==> src/hw/spi_port_consts.vh <==
// Constants for the serial peripheral port
`ifndef SPI_PORT_CONSTS_VH
`define SPI_PORT_CONSTS_VH
`define BYTE_BITS 4'h8
`define RATE_DIV_00 6'h02
`define RATE_DIV_01 6'h04
`define RATE_DIV_10 6'h10
`define RATE_DIV_11 6'h20
`define SS_DDR_BIT 3'h5
`define SYNC_RST 3'h7
`endif

==> src/hw/spi_master_slave_port.v <==
// Serial peripheral port, master or slave, one byte full duplex
`timescale 1ns/1ps
`default_nettype none
`include "spi_port_consts.vh"
module spi_master_slave_port #(
  parameter WIDTH = 8
) (
  // Clock and reset
  input wire clk,
  input wire rstn,
  // Control
  input wire port_enable_bit,
  input wire master_select_bit,
  input wire port_interrupt_enable,
  input wire cpol,
  input wire cpha,
  input wire rate_select_low,
  input wire rate_select_high,
  input wire ctrl_write,
  input wire [7:0] port_d_direction_reg,
  // Data register access
  input wire data_write,
  input wire [WIDTH-1:0] data_wdata,
  input wire status_clear,
  // Status
  output wire [WIDTH-1:0] serial_data_reg,
  output wire transfer_done_flag,
  output wire mode_fault_flag,
  output wire enable_active,
  output wire master_active,
  output wire irq,
  output wire busy,
  // Pins
  input wire miso_in,
  output wire miso_out,
  output wire miso_oe,
  input wire mosi_in,
  output wire mosi_out,
  output wire mosi_oe,
  input wire sck_in,
  output wire sck_out,
  output wire sck_oe,
  input wire ss_n_in
);

  // ------------------------------------------------------------
  // Mode state and synchronisers
  // ------------------------------------------------------------
  reg en_r;
  reg master_select_bit_r;
  reg [2:0] sck_s_r;
  reg [2:0] ss_s_r;
  reg [2:0] mosi_s_r;
  reg sck_q_r;
  reg ss_q_r;
  wire sck_f;
  wire ss_f;
  wire is_master;
  wire is_slave;

  assign is_master = en_r & master_select_bit_r;
  assign is_slave = en_r & ~master_select_bit_r;

  always @(posedge clk or negedge rstn) begin
    if (!rstn) begin
      sck_s_r <= `SYNC_RST;
      ss_s_r <= `SYNC_RST;
      mosi_s_r <= `SYNC_RST;
    end else begin
      sck_s_r <= {sck_s_r[1:0], sck_in};
      ss_s_r <= {ss_s_r[1:0], ss_n_in};
      mosi_s_r <= {mosi_s_r[1:0], mosi_in};
    end
  end

  // Accept a change only when stages two and three agree
  always @(posedge clk or negedge rstn) begin
    if (!rstn) begin
      sck_q_r <= 1'b0;
      ss_q_r <= 1'b1;
    end else begin
      if (sck_s_r[1] == sck_s_r[2])
        sck_q_r <= sck_s_r[2];
      if (ss_s_r[1] == ss_s_r[2])
        ss_q_r <= ss_s_r[2];
    end
  end
  assign sck_f = sck_q_r;
  assign ss_f = ss_q_r;

  // ------------------------------------------------------------
  // Master clock divider
  // ------------------------------------------------------------
  function [5:0] rate_div;
    input [1:0] code;
    begin
      case (code)
        2'h0: rate_div = `RATE_DIV_00;
        2'h1: rate_div = `RATE_DIV_01;
        2'h2: rate_div = `RATE_DIV_10;
        default: rate_div = `RATE_DIV_11;
      endcase
    end
  endfunction

  localparam ST_IDLE = 2'h0;
  localparam ST_LEAD = 2'h1;
  localparam ST_TRAIL = 2'h2;

  reg [1:0] st_r;
  reg [4:0] div_cnt_r;
  reg [3:0] bit_cnt_r;
  reg sck_r;
  reg [WIDTH-1:0] shift_r;
  reg [WIDTH-1:0] rbuf_r;
  reg done_r;
  reg mode_fault_flag_r;
  reg in_bit_r;
  wire [5:0] full_div;
  wire [4:0] half_div;
  wire half_tick;
  wire ss_gpo;

  // Half period in clocks; divide by 2 gives one clock per half
  assign full_div = rate_div({rate_select_high, rate_select_low});
  assign half_div = full_div[5:1];
  assign half_tick = (div_cnt_r == half_div - 5'h01);
  assign ss_gpo = port_d_direction_reg[`SS_DDR_BIT];

  // ------------------------------------------------------------
  // Slave edge detection
  // ------------------------------------------------------------
  reg sck_d_r;
  reg ss_d_r;
  wire sck_lvl;
  wire s_lead;
  wire s_trail;
  wire ss_fall;
  wire ss_rise;
  wire s_sel;

  // Clock edges count only while select is low, so a raised select blocks edges
  assign sck_lvl = sck_f ^ cpol;
  assign s_sel = ~ss_f;
  assign s_lead = s_sel & sck_lvl & ~sck_d_r;
  assign s_trail = s_sel & ~sck_lvl & sck_d_r;
  assign ss_fall = ~ss_f & ss_d_r;
  assign ss_rise = ss_f & ~ss_d_r;

  always @(posedge clk or negedge rstn) begin
    if (!rstn) begin
      sck_d_r <= 1'b0;
      ss_d_r <= 1'b1;
    end else begin
      sck_d_r <= sck_lvl;
      ss_d_r <= ss_f;
    end
  end

  // ------------------------------------------------------------
  // Shift engine
  // ------------------------------------------------------------
  wire wr_ok;
  wire ms_fault;
  assign wr_ok = data_write & (st_r == ST_IDLE) & (bit_cnt_r == 4'h0);
  // Fault detection off when select pin is a general output
  assign ms_fault = is_master & ~ss_f & ~ss_gpo;

  always @(posedge clk or negedge rstn) begin
    if (!rstn) begin
      st_r <= ST_IDLE;
      div_cnt_r <= 5'h00;
      bit_cnt_r <= 4'h0;
      sck_r <= 1'b0;
      shift_r <= {WIDTH{1'b0}};
      rbuf_r <= {WIDTH{1'b0}};
      done_r <= 1'b0;
      mode_fault_flag_r <= 1'b0;
      in_bit_r <= 1'b0;
      en_r <= 1'b0;
      master_select_bit_r <= 1'b0;
    end else begin
      if (ctrl_write) begin
        en_r <= port_enable_bit;
        master_select_bit_r <= master_select_bit;
      end
      // Set wins over software clear
      if (status_clear)
        done_r <= 1'b0;
      if (ctrl_write)
        mode_fault_flag_r <= 1'b0;
      if (ms_fault) begin
        mode_fault_flag_r <= 1'b1;
        en_r <= 1'b0;
        master_select_bit_r <= 1'b0;
        st_r <= ST_IDLE;
        bit_cnt_r <= 4'h0;
      end else if (is_master) begin
        case (st_r)
          ST_IDLE: begin
            if (wr_ok) begin
              shift_r <= data_wdata;
              div_cnt_r <= 5'h00;
              bit_cnt_r <= 4'h0;
              st_r <= ST_LEAD;
            end
          end
          // MISO answers our own clock, so it is taken straight from the pin;
          // a three-stage synchroniser would lag one and a half bits at divide by 2
          ST_LEAD: begin
            // Data has stood a half period before this edge
            if (half_tick) begin
              div_cnt_r <= 5'h00;
              sck_r <= 1'b1;
              if (!cpha)
                in_bit_r <= miso_in;
              else if (bit_cnt_r != 4'h0)
                shift_r <= {shift_r[WIDTH-2:0], in_bit_r};
              st_r <= ST_TRAIL;
            end else begin
              div_cnt_r <= div_cnt_r + 5'h01;
            end
          end
          ST_TRAIL: begin
            if (half_tick) begin
              div_cnt_r <= 5'h00;
              sck_r <= 1'b0;
              bit_cnt_r <= bit_cnt_r + 4'h1;
              if (!cpha)
                shift_r <= {shift_r[WIDTH-2:0], in_bit_r};
              else
                in_bit_r <= miso_in;
              if (bit_cnt_r + 4'h1 == `BYTE_BITS) begin
                st_r <= ST_IDLE;
                bit_cnt_r <= 4'h0;
                done_r <= 1'b1;
                rbuf_r <= {shift_r[WIDTH-2:0], cpha ? miso_in : in_bit_r};
              end else begin
                st_r <= ST_LEAD;
              end
            end else begin
              div_cnt_r <= div_cnt_r + 5'h01;
            end
          end
          default: st_r <= ST_IDLE;
        endcase
      end else if (is_slave) begin
        sck_r <= 1'b0;
        st_r <= ST_IDLE;
        // Slave loads but never starts; the master clocks it out
        if (wr_ok & ss_f)
          shift_r <= data_wdata;
        if (ss_rise & ~cpha)
          bit_cnt_r <= 4'h0;
        if (s_lead) begin
          if (cpha) begin
            // Counter only clears at byte end, so select may stay low
            shift_r <= {shift_r[WIDTH-2:0], mosi_s_r[2]};
            bit_cnt_r <= bit_cnt_r + 4'h1;
          end else begin
            in_bit_r <= mosi_s_r[2];
          end
        end
        if (s_trail & ~cpha) begin
          shift_r <= {shift_r[WIDTH-2:0], in_bit_r};
          bit_cnt_r <= bit_cnt_r + 4'h1;
        end
        if (((s_trail & ~cpha) | (s_lead & cpha)) & (bit_cnt_r == `BYTE_BITS - 4'h1)) begin
          done_r <= 1'b1;
          bit_cnt_r <= 4'h0;
          rbuf_r <= cpha ? {shift_r[WIDTH-2:0], mosi_s_r[2]} : {shift_r[WIDTH-2:0], in_bit_r};
        end
      end else begin
        st_r <= ST_IDLE;
        sck_r <= 1'b0;
        bit_cnt_r <= 4'h0;
      end
    end
  end

  // ------------------------------------------------------------
  // Pins and status
  // ------------------------------------------------------------
  // Slave shows MSB from select fall in both phases; phase one shifts it out at the first edge
  reg miso_bit_r;
  always @(posedge clk or negedge rstn) begin
    if (!rstn)
      miso_bit_r <= 1'b0;
    else
      miso_bit_r <= shift_r[WIDTH-1];
  end
  wire ddr_miso;
  wire ddr_mosi;
  wire ddr_sck;
  assign ddr_miso = port_d_direction_reg[2];
  assign ddr_mosi = port_d_direction_reg[3];
  assign ddr_sck = port_d_direction_reg[4];

  assign miso_out = miso_bit_r;
  assign miso_oe = is_slave & s_sel & ddr_miso;
  assign mosi_out = shift_r[WIDTH-1];
  assign mosi_oe = is_master & ddr_mosi;
  assign sck_out = sck_r ^ cpol;
  assign sck_oe = is_master & ddr_sck;
  assign serial_data_reg = rbuf_r;
  assign transfer_done_flag = done_r;
  assign mode_fault_flag = mode_fault_flag_r;
  assign enable_active = en_r;
  assign master_active = master_select_bit_r;
  assign irq = port_interrupt_enable & (done_r | mode_fault_flag_r);
  assign busy = (st_r != ST_IDLE) | (bit_cnt_r != 4'h0);

endmodule // spi_master_slave_port
`default_nettype wire

==> config.mk <==
export PLATFORM = sky130hd
export DESIGN_NAME = spi_master_slave_port
export DESIGN_NICKNAME = d
export VERILOG_FILES = /design/src/hw/spi_master_slave_port.v
export VERILOG_INCLUDE_DIRS = /design/src /design/src/hw
export SDC_FILE = /design/constraint.sdc
export NUM_CORES = 1
export LEC_CHECK = 0
export ABC_AREA = 1
export BUFFER_PORTS_ARGS = -buffer_cell sky130_fd_sc_hd__buf_2
export CAP_MARGIN = 20
export CORE_AREA = 5 5 74 110
export CTS_CLUSTER_SIZE = 40
export DETAILED_ROUTE_END_ITERATION = 10
export DIE_AREA = 0 0 79 115
export PLACE_DENSITY = 0.71
export SETUP_SLACK_MARGIN = 0.5
export SYNTH_ARGS = -nofsm -noshare
export SYNTH_HDL_FRONTEND = slang
export SYNTH_SLANG_ARGS = --single-unit
==> constraint.sdc <==
create_clock -name clk -period 1.8 [get_ports clk]
set_clock_uncertainty 0.15 [all_clocks]
set_input_delay 0.09 -clock clk [delete_from_list [all_inputs] [get_ports clk]]
set_output_delay 0.09 -clock clk [all_outputs]
set_load 0.02 [all_outputs]
==> results of run 1 <==
## layout make-up
class | count | share of cell area
multi-input combinational | 313 | 0.425
inverter | 59 | 0.0506
clock inverter | 2 | 0.00345
tap | 80 | 0.0212
sequential | 47 | 0.254
timing repair buffer | 129 | 0.228
clock buffer | 6 | 0.0175
## worst max-delay path, cell delays in order, from the launching register on
cell     delay, ps
dfstp_2        600
buf_12         130
nor2_4          50
nand2_4         70
nand2_2         80
a31oi_4        170
nand2_2        100
a21oi_4        260
nand2_1        110
nand2_1         80
## repair_timing
item                                   CTS  global route
pin swaps                               21            30
gates cloned                             1             1
resized for setup                       43            90
setup endpoints to repair               38            41
setup buffers                           18            16
endpoints found under the hold margin   38             1
## layer usage
metal	vias to the layer above	wire, um	track usage
met5	-	0	0
met4	0	451	0.0883
met3	43	425	0.0290
met2	133	5290	0.367
met1	1586	3390	0.206
li1	1596	-	-
## report_power, final
part	leakage (nW)	switching [mW]	internal [mW]
logic	1.83	0.801	0.585
registers	0.585	0.158	1.24
clock network	0.0474	0.389	0.314
## stage by stage
| step | worst slack [ps] | TNS [ps] | power, mW | area, um^2 | std cells |
|---|---|---|---|---|---|
| finish | -53.3 | -255 | 3.48 | 4720 | 636 |
| detailed placement | -60.1 | -577 | 2.43 | 3710 | 577 |
| CTS | 26.5 | 0 | 3.26 | 4250 | 619 |
| floorplan | 111 | 0 | 2.08 | 3150 | 425 |
| global route | -153 | -1190 | 3.72 | 4720 | 636 |
| global placement | -18.2 | -155 | 2.40 | 3710 | 577 |
## worst max path at each step
stage	from	to	cells after the start
after global placement	bit_cnt_r[1]	shift_r[6]	12
after global routing	ss_f	shift_r[5]	12
after CTS	bit_cnt_r[0]	shift_r[6]	11
after detailed placement	rate_select_low	shift_r[6]	14
after floorplan	bit_cnt_r[0]	shift_r[7]	11
final	ss_f	shift_r[5]	9
## cells in the final DEF (no fill, tap or decap), types with 3 or more instances in the layout
cell             n
nand2_2         20
a21oi_2          3
xor2_1           4
dlygate4sd3_1   15
nand2_1        137
dfrtp_2          6
inv_1           36
nand3_1         24
nor2_2           8
ha_1             3
buf_12           5
dfstp_2         11
nand4_1          9
o21ai_0         13
buf_2           41
a21oi_1         10
clkbuf_8         6
inv_2           19
nor2_4          16
nand3_4          9
nand2_4         12
nand3_2          7
nor2_1           8
buf_6           23
dfrtp_1         30
ha_4             3
buf_4           43
o21ai_1          8
## cells by family after synthesis
family,synth area share
simple gates,0.376
compound gates,0.0882
flops,0.394
buf+inv,0.0853
fa+ha+maj,0.0398
xor+xnor,0.0170
==> impl_results.md, run 1 <==
- Status: finished with violations
- Failing checks: negative hold slack, negative setup slack
- Worst Hold Class: in -> reg
- Post-Synthesis Cells: 425
- # nets final: 595
- Fmax: 0.540 GHz
- Synth Flop Type: dfrtp_1
- Routed wire per std cell: 15.0 um
- Routed vias/inst: 5.28
- Clock transition at the registers of the reported paths: 100 ps
- Peak fanout along the critical path: 8
- Drc violations: 0
- # IOs: 52
- CP Capture Type: flop
- R2r setup slk: -50 ps
- VDD IR-drop max: 0.503 mV
- Die X: 79 um
- Vias: 3358
- Die area: 9090 um^2
- PortBufs: 47
- First-pass GRT wire length: 14100 um
- Initial antenna violation count: 0
- Netlist cell types: 33
- Reg2reg start: ss_f
- Post-route setup slack: -53.3 ps
- Die Y: 115 um
- Longest Clk Path Bufs: 2
- Multi-input gate area: 2010 um^2
- Vias in the first global route: 3115
- Final ANT Viol Nets: 0
- N_diodes: 0
- Max-slew headroom: 0.679
- Ys async rst share: 1.00
- Hold-fix buffers, CTS: 15
- CTS buffer count: 5
- Setup violations, final: 9
- GRT overflow: 0
- RSZ-0062 raised after global routing: true
- Top cell type's share of synthesized area: 0.298
- Root Buffer: clkbuf_8
- Hold_ws: -25.2 ps
- Initial Utilization: 0.427
- CTS tree: built
- Startpoint type of the worst setup path: flop
- WP data required: 1910 ps
- Fin crit period: 1850 ps
- Syn Area/Cell: 7.11 um^2
- # fillers: 499
- Tot GR Track Use: 0.193
- Register area: 1200 um^2
- Final hold violation count: 1
- Synth area leader: dfrtp_1
- Maximum capacitance violations: 0
- Core area: 7080 um^2
- Reg2reg path depth: 9
- Clock sink count: 47
- EDFF count, synth: 0
- Power Density: 738 nW/um^2
- Hold Path Origin: cpol
- Final period utilization: 1.03
- Main area contributors after synthesis: dfrtp_1 (30%), nand2_1 (20%), dfstp_2 (9.6%), inv_1 (6.1%), nand3_1 (5.6%)
- Htree depth: 2
- Top-count cell post-synth: nand2_1
- Final Util: 0.666
- DRT iter0 DRCs: 285
- Layout cells sized above 1: 0.455
- Synthesized net count: 465
- # rows: 38
- Synth warn: 0
- Worst flop-to-flop path endpoint: shift_r[5]
- Yosys reg bits: 47
- First-pass detailed-route iteration total: 5
- P_leak: 2.46 nW
- Crit Path Class: reg -> reg
- Hold path cells: 3
- Area Growth Syn to Fin: 56.2%
- Netlist Area Pre-Place: 3020 um^2
- Final HPWL DP: 5860 um
- Hold EP: sck_d_r
- Slew @ Worst Pin: 482 ps
- Clock Latency Late Sink: 320 ps
- GP Congestion: 0.904
- Crit path DAT: 1970 ps
- Top post-synthesis cells by count: nand2_1 (157), inv_1 (49), dfrtp_1 (36)
- Largest net degree at the start of global routing: 22
- Seq/Total Area, Yosys: 0.394
- Fin. max-slew vios: 0
- Routed WL: 9560 um
Power figures use the tool's default switching activity.
==> inputs of run 2 (changes only) <==
Settings changed: RECOVER_POWER set to 50, SETUP_SLACK_MARGIN 0.5 to not set, TNS_END_PERCENT set to 30.
==> run 2 against run 1 <==
  * The flow now finishes without violations
  * Design area is 13% lower
  * Die area stayed put
  * Critical path depth stayed put
  * Via count is 7.7% lower
  * Sequential power hardly changed
  * Sequential share of layout area is 3.6 points higher
  * Final cell count is 4.2% lower
  * First-iteration DRC count is 15% lower
  * Setup slack better by 73 ps
  * Critical path type unchanged
  * Largest cell class unchanged
==> impl_results.md, run 2 (synthesis gave the netlist of run 1 again) <==
- Final Util: 0.580 (-0.0862)
- Initial antenna violation count: 0 (unchanged)
- # rows: 38 (unchanged)
- GRT overflow: 0 (unchanged)
- Tot GR Track Use: 0.179 (-0.0137)
- Setup violations, final: 0 (-9)
- Most frequent cells in the layout: nand2_1 (149), buf_2 (46), inv_1 (43)
- Htree depth: 2 (unchanged)
- Initial Utilization: 0.427 (unchanged)
- Hold Path Origin: cpha
- Reg2reg start: ss_f
- Final period utilization: 0.989 (-0.0407)
- PortBufs: 47 (unchanged)
- Worst Path Buf+Inv: 1 (unchanged)
- # IOs: 52 (unchanged)
- Crit Path Class: reg -> reg
- GP Congestion: 0.920 (+1.8%)
- First-pass GRT wire length: 13300 um (-5.6%)
- # fillers: 645 (+29%)
- Clock sink count: 47 (unchanged)
- Die area: 9090 um^2 (unchanged)
- Root Buffer: clkbuf_8
- CP Capture Type: flop
- Final ANT Viol Nets: 0 (unchanged)
- Largest net degree at the start of global routing: 27 (+23%)
- Routed WL: 7950 um (-17%)
- CTS buffer count: 5 (unchanged)
- Peak fanout along the critical path: 8 (unchanged)
- Die X: 79 um (unchanged)
- RSZ-0062 raised after global routing: true
- Critical path's largest stage delay: 600 ps (about the same)
- # nets final: 568 (-4.5%)
- Max-slew headroom: 0.574 (-0.104)
- Clock transition at the registers of the reported paths: 100 ps (about the same)
- Critical-path top delay cell: dfstp_2
- Worst Hold Class: in -> reg
- CTS tree: built
- Crit path launch: ss_f
- Routed wire per std cell: 13.1 um (-13%)
- Fmax: 0.562 GHz (+4.1%)
- N_diodes: 0 (unchanged)
- DRT iter0 DRCs: 243 (-15%)
- Die Y: 115 um (unchanged)
- Area Growth Syn to Fin: 36.0%
- Crit-path cells: buf_12, nor2_4, nand2_4, nand2_4, a31oi_4, nand2_2, a21oi_4, nand2_1, nand2_1
- Layout cells sized above 1: 0.323 (-0.132)
- CP delay by family, top: flip-flops
- Vias: 3098 (-7.7%)
- Fin. max-slew vios: 0 (unchanged)
- Power Density: 799 nW/um^2 (+8.2%)
- Drc violations: 0 (unchanged)
- Most common cell after layout, fill and taps aside: nand2_1
- Longest Clk Path Bufs: 2 (unchanged)
- Clock Latency Late Sink: 300 ps (-20 ps)
- P_leak: 2.24 nW (-9.0%)
- Setup TNS: 0 ps (+255 ps)
- Final hold violation count: 0 (-1)
- Maximum capacitance violations: 0 (unchanged)
- Slew @ Worst Pin: 639 ps (+156 ps)
- Core area: 7080 um^2 (unchanged)
- WP data required: 1900 ps (about the same)
- Crit path DAT: 1880 ps (-90 ps)
- Routed vias/inst: 5.09 (-3.7%)
- First-pass detailed-route iteration total: 5 (unchanged)
- Vias in the first global route: 3051 (-2.1%)
- VDD IR-drop max: 0.598 mV (+19%)
- Fin crit period: 1780 ps (-73.2 ps)
- Final HPWL DP: 5750 um (-1.9%)
- Status: complete, no violations
- Startpoint type of the worst setup path: flop
## run 2: area by class of cell
type | count | area (um^2) | area share
clock buffer | 6 | 93.8 | 0.0228
clock inverter | 2 | 17.5 | 0.00426
inverter | 59 | 224 | 0.0545
multi-input combinational | 312 | 1720 | 0.419
sequential | 47 | 1190 | 0.289
tap | 80 | 100 | 0.0244
timing repair buffer | 103 | 762 | 0.185
## run 2: report_power, final
group	switching (mW)	total, mW	internal (mW)
combinational	0.687	1.14	0.457
clock	0.387	0.752	0.366
sequential	0.152	1.39	1.24
## run 2: path summary, 6_finish.rpt
check / endpoint / slack, ps / cells after the start
worst max-delay path: shift_r[4] / 20 / 9
worst min-delay path: serial_data_reg[0] / 80 / 4
worst max register to register: shift_r[4] / 20 / 9
worst min register to register: mosi_s_r[2] / 210 / 0
max in group asynchronous: in_bit_r / 780 / 3
min in group asynchronous: transfer_done_flag / 260 / 3
## run 2: worst reg2reg max path, cell delays in order, from the launching register on
cell and delay, ps:
dfstp_2 600, buf_12 120, nor2_4 50, nand2_4 70
nand2_4 70, a31oi_4 170, nand2_2 90, a21oi_4 230
nand2_1 100, nand2_1 90
## run 2: through the flow
step | worst slack, ps | cell area (um^2) | hold slack, ps | cells | total power, mW
6_report | 19.9 | 4110 | 77.3 | 609 | 3.28
3_3_place_gp | -58.3 | 3580 | -54.7 | 576 | 2.38
3_5_place_dp | -127 | 3580 | -50.6 | 576 | 2.41
2_1_floorplan | 19.3 | 3020 | -356 | 425 | 2.04
4_1_cts | 0.270 | 3910 | 95.8 | 603 | 3.22
5_1_grt | -88.8 | 4110 | 141 | 609 | 3.51
## run 2: repair_timing
item                                    4_1_cts  5_1_grt
gates resized for setup                       9       36
buffers inserted                              2        5
endpoints found under the setup margin        9       29
cloned                                        0        1
hold endpoints to repair                     63        0
pin swaps                                     1       16
hold buffers                                 17        0
## run 2: metal layers
| metal | wire length (um) | track usage |
|---|---|---|
| met1 | 2970 | 0.201 |
| met2 | 4260 | 0.334 |
| met3 | 383 | 0.0235 |
| met4 | 333 | 0.0803 |
| met5 | 0 | 0 |
==> inputs of run 3 (changes only) <==
Settings changed: SETUP_SLACK_MARGIN set to 0.1.
==> run 3 against run 2 <==
  * Wire length increased by 1.1%
  * Global-route usage is 0.38 points higher
  * Final cell count is 1.6% higher
  * Critical endpoint is now div_cnt_r[2]
  * Largest cell class unchanged
  * Highest routed layer unchanged
==> impl_results.md, run 3 (synthesis gave the netlist of run 1 again) <==
- Die X: 79 um (unchanged)
- Met3 routed WL: 353 um (-7.8%)
- CTS tree: built
- Initial Utilization: 0.427 (unchanged)
- DR top layer: met4
- VDD IR-drop max: 0.495 mV (-17%)
- Fmax: 0.566 GHz (+0.80%)
- Longest Clk Path Bufs: 2 (unchanged)
- Routed vias/inst: 5.04 (-0.85%)
- CTS buffer count: 5 (unchanged)
- Critical path's largest stage delay: 420 ps (-180 ps)
- Clock sink count: 47 (unchanged)
- Status: complete, no violations
- GRT overflow: 0 (unchanged)
- Root Buffer: clkbuf_8
- Reg2reg path depth: 8 (-1)
- Dpl cells: 578 (+0.35%)
- First-pass GRT wire length: 13300 um (+0.31%)
- Layout cells sized above 1: 0.332 (+0.00885)
- Final HPWL DP: 5800 um (+0.87%)
- N_diodes: 0 (unchanged)
- Core area: 7080 um^2 (unchanged)
- Vias in the first global route: 3100 (+1.6%)
- Initial antenna violation count: 0 (unchanged)
- Setup TNS: 0 ps (unchanged)
- Die Y: 115 um (unchanged)
- Drc violations: 0 (unchanged)
- # IOs: 52 (unchanged)
- Clock transition at the registers of the reported paths: 90 ps (about the same)
- DRT iter0 DRCs: 167 (-31%)
- Slew @ Worst Pin: 1210 ps (+575 ps)
- Area Growth Syn to Fin: 38.3%
- Htree depth: 2 (unchanged)
- Post-Layout Cell Count: 619 (+1.6%)
- # nets final: 578 (+1.8%)
- Crit path DAT: 1820 ps (-60 ps)
- Power Density: 779 nW/um^2 (-2.5%)
- GP Congestion: 0.920 (about the same)
- First-pass detailed-route iteration total: 5 (unchanged)
- R2r setup slk: 30 ps (about the same)
- Met2 WL post-DR: 4350 um (+2.1%)
- Fin area: 4180 um^2 (+1.7%)
- Most frequent cells in the layout: nand2_1 (149), buf_2 (46), inv_1 (43), buf_4 (43), dfrtp_1 (35)
- Setup violations, final: 0 (unchanged)
- Hold path cells: 4 (unchanged)
- Fin. max-slew vios: 0 (unchanged)
- # fillers: 637 (-1.2%)
- Crit Path Class: reg -> reg
- Clock Latency Late Sink: 310 ps (about the same)
- Fin crit period: 1770 ps (-14.1 ps)
- Worst flop-to-flop path endpoint: div_cnt_r[2]
- Startpoint type of the worst setup path: flop
- Hold Path Origin: cpha
- Critical-path top delay cell: dfrtp_1
- Vias: 3122 (+0.77%)
- Reg2reg start: st_r[0]
- Max-slew headroom: 0.191 (-0.383)
- Most common cell after layout, fill and taps aside: nand2_1
- Met1 wire length: 3000 um (+0.98%)
- Routed wire per std cell: 13.0 um (-0.53%)
- Final Util: 0.590 (+0.00989)
- CP Capture Type: flop
- RSZ-0062 raised after global routing: true
- Final hold violation count: 0 (unchanged)
- Crit-path cells: buf_4, ha_1, nor3_4, nand2_8, inv_4, nand2_2, xor2_1, nor2_1
- PortBufs: 47 (unchanged)
- Hold EP: serial_data_reg[0]
- # rows: 38 (unchanged)
- Tot GR Track Use: 0.183 (+0.00375)
- Die area: 9090 um^2 (unchanged)
- Worst Hold Class: in -> reg
- Maximum capacitance violations: 0 (unchanged)
- Peak fanout along the critical path: 4 (-4)
- Final ANT Viol Nets: 0 (unchanged)
- Final period utilization: 0.981 (-0.00782)
- WP data required: 1850 ps (-50 ps)
- P_leak: 2.25 nW (+0.61%)
- Largest net degree at the start of global routing: 28 (+3.7%)
- Dpl cell area: 3620 um^2 (+1.2%)
- Routed WL: 8040 um (+1.1%)
[run 3: changes by cell type in the layout (fill, tap and decap cells not counted), sizes merged]
| cell | change |
|---|---|
| buf | +13 |
| clkbuf | -2 |
| clkinv | -1 |
| clkinvlp | +1 |
| inv | -1 |
[run 3: layout make-up]
class                           instances  area [um^2]  share of cell area
Multi-Input combinational cell        312         1750               0.419
Sequential cell                        47         1190               0.285
Timing Repair Buffer                  113          803               0.192
Inverter                               59          229              0.0548
Tap cell                               80          100              0.0239
Clock buffer                            7         97.6              0.0233
Clock inverter                          1         7.51             0.00180
[run 3: metrics by stage]
step / power [mW] / worst slack, ps / hold slack (ps)
2_1_floorplan: 2.05 / 94.6 / -356
3_3_place_gp: 2.39 / -61.3 / -55.3
3_5_place_dp: 2.42 / -166 / -53.1
4_1_cts: 3.25 / 46.6 / 60.7
5_1_grt: 3.49 / -67.8 / 106
6_report: 3.26 / 34.0 / 83.8
[run 3: worst max-delay path by stage]
stage	to	start	slack [ps]	depth (start not counted)
floorplan	serial_data_reg[0]	rate_select_high	90	11
global placement	shift_r[6]	rate_select_high	-60	13
detailed placement	shift_r[1]	rate_select_high	-170	13
CTS	div_cnt_r[2]	bit_cnt_r[0]	50	13
global route	serial_data_reg[3]	sck_f	-70	11
finish	div_cnt_r[2]	st_r[0]	30	8
[run 3: what timing repair did]
item,in CTS,in global routing
hold buffers,17,0
cloned,0,0
setup endpoints to repair,29,31
pin swaps,3,16
resized for setup,21,28
endpoints found under the hold margin,52,0
setup buffers,10,6
[run 3: critical path, delay by kind of cell (launching register included)]
kind | cells | cell delay, ps
and+or+nand+nor | 4 | 500
DFF | 1 | 420
xor gates and xnor gates | 1 | 140
buffers and inverters | 2 | 220
adders and majority gates | 1 | 220
[run 3: routing by layer]
| layer | vias to the layer above | global-route usage |
|---|---|---|
| met4 | 0 | 0.109 |
| li1 | 1563 | - |
| met1 | 1440 | 0.191 |
| met2 | 86 | 0.338 |
| met5 | - | 0 |
| met3 | 33 | 0.0321 |
[run 3: power by group]
part           leakage (nW)  switching [mW]  internal, mW
combinational          1.61           0.680         0.455
clock                0.0496           0.373         0.359
sequential            0.591           0.156          1.24
total                  2.25            1.21          2.05
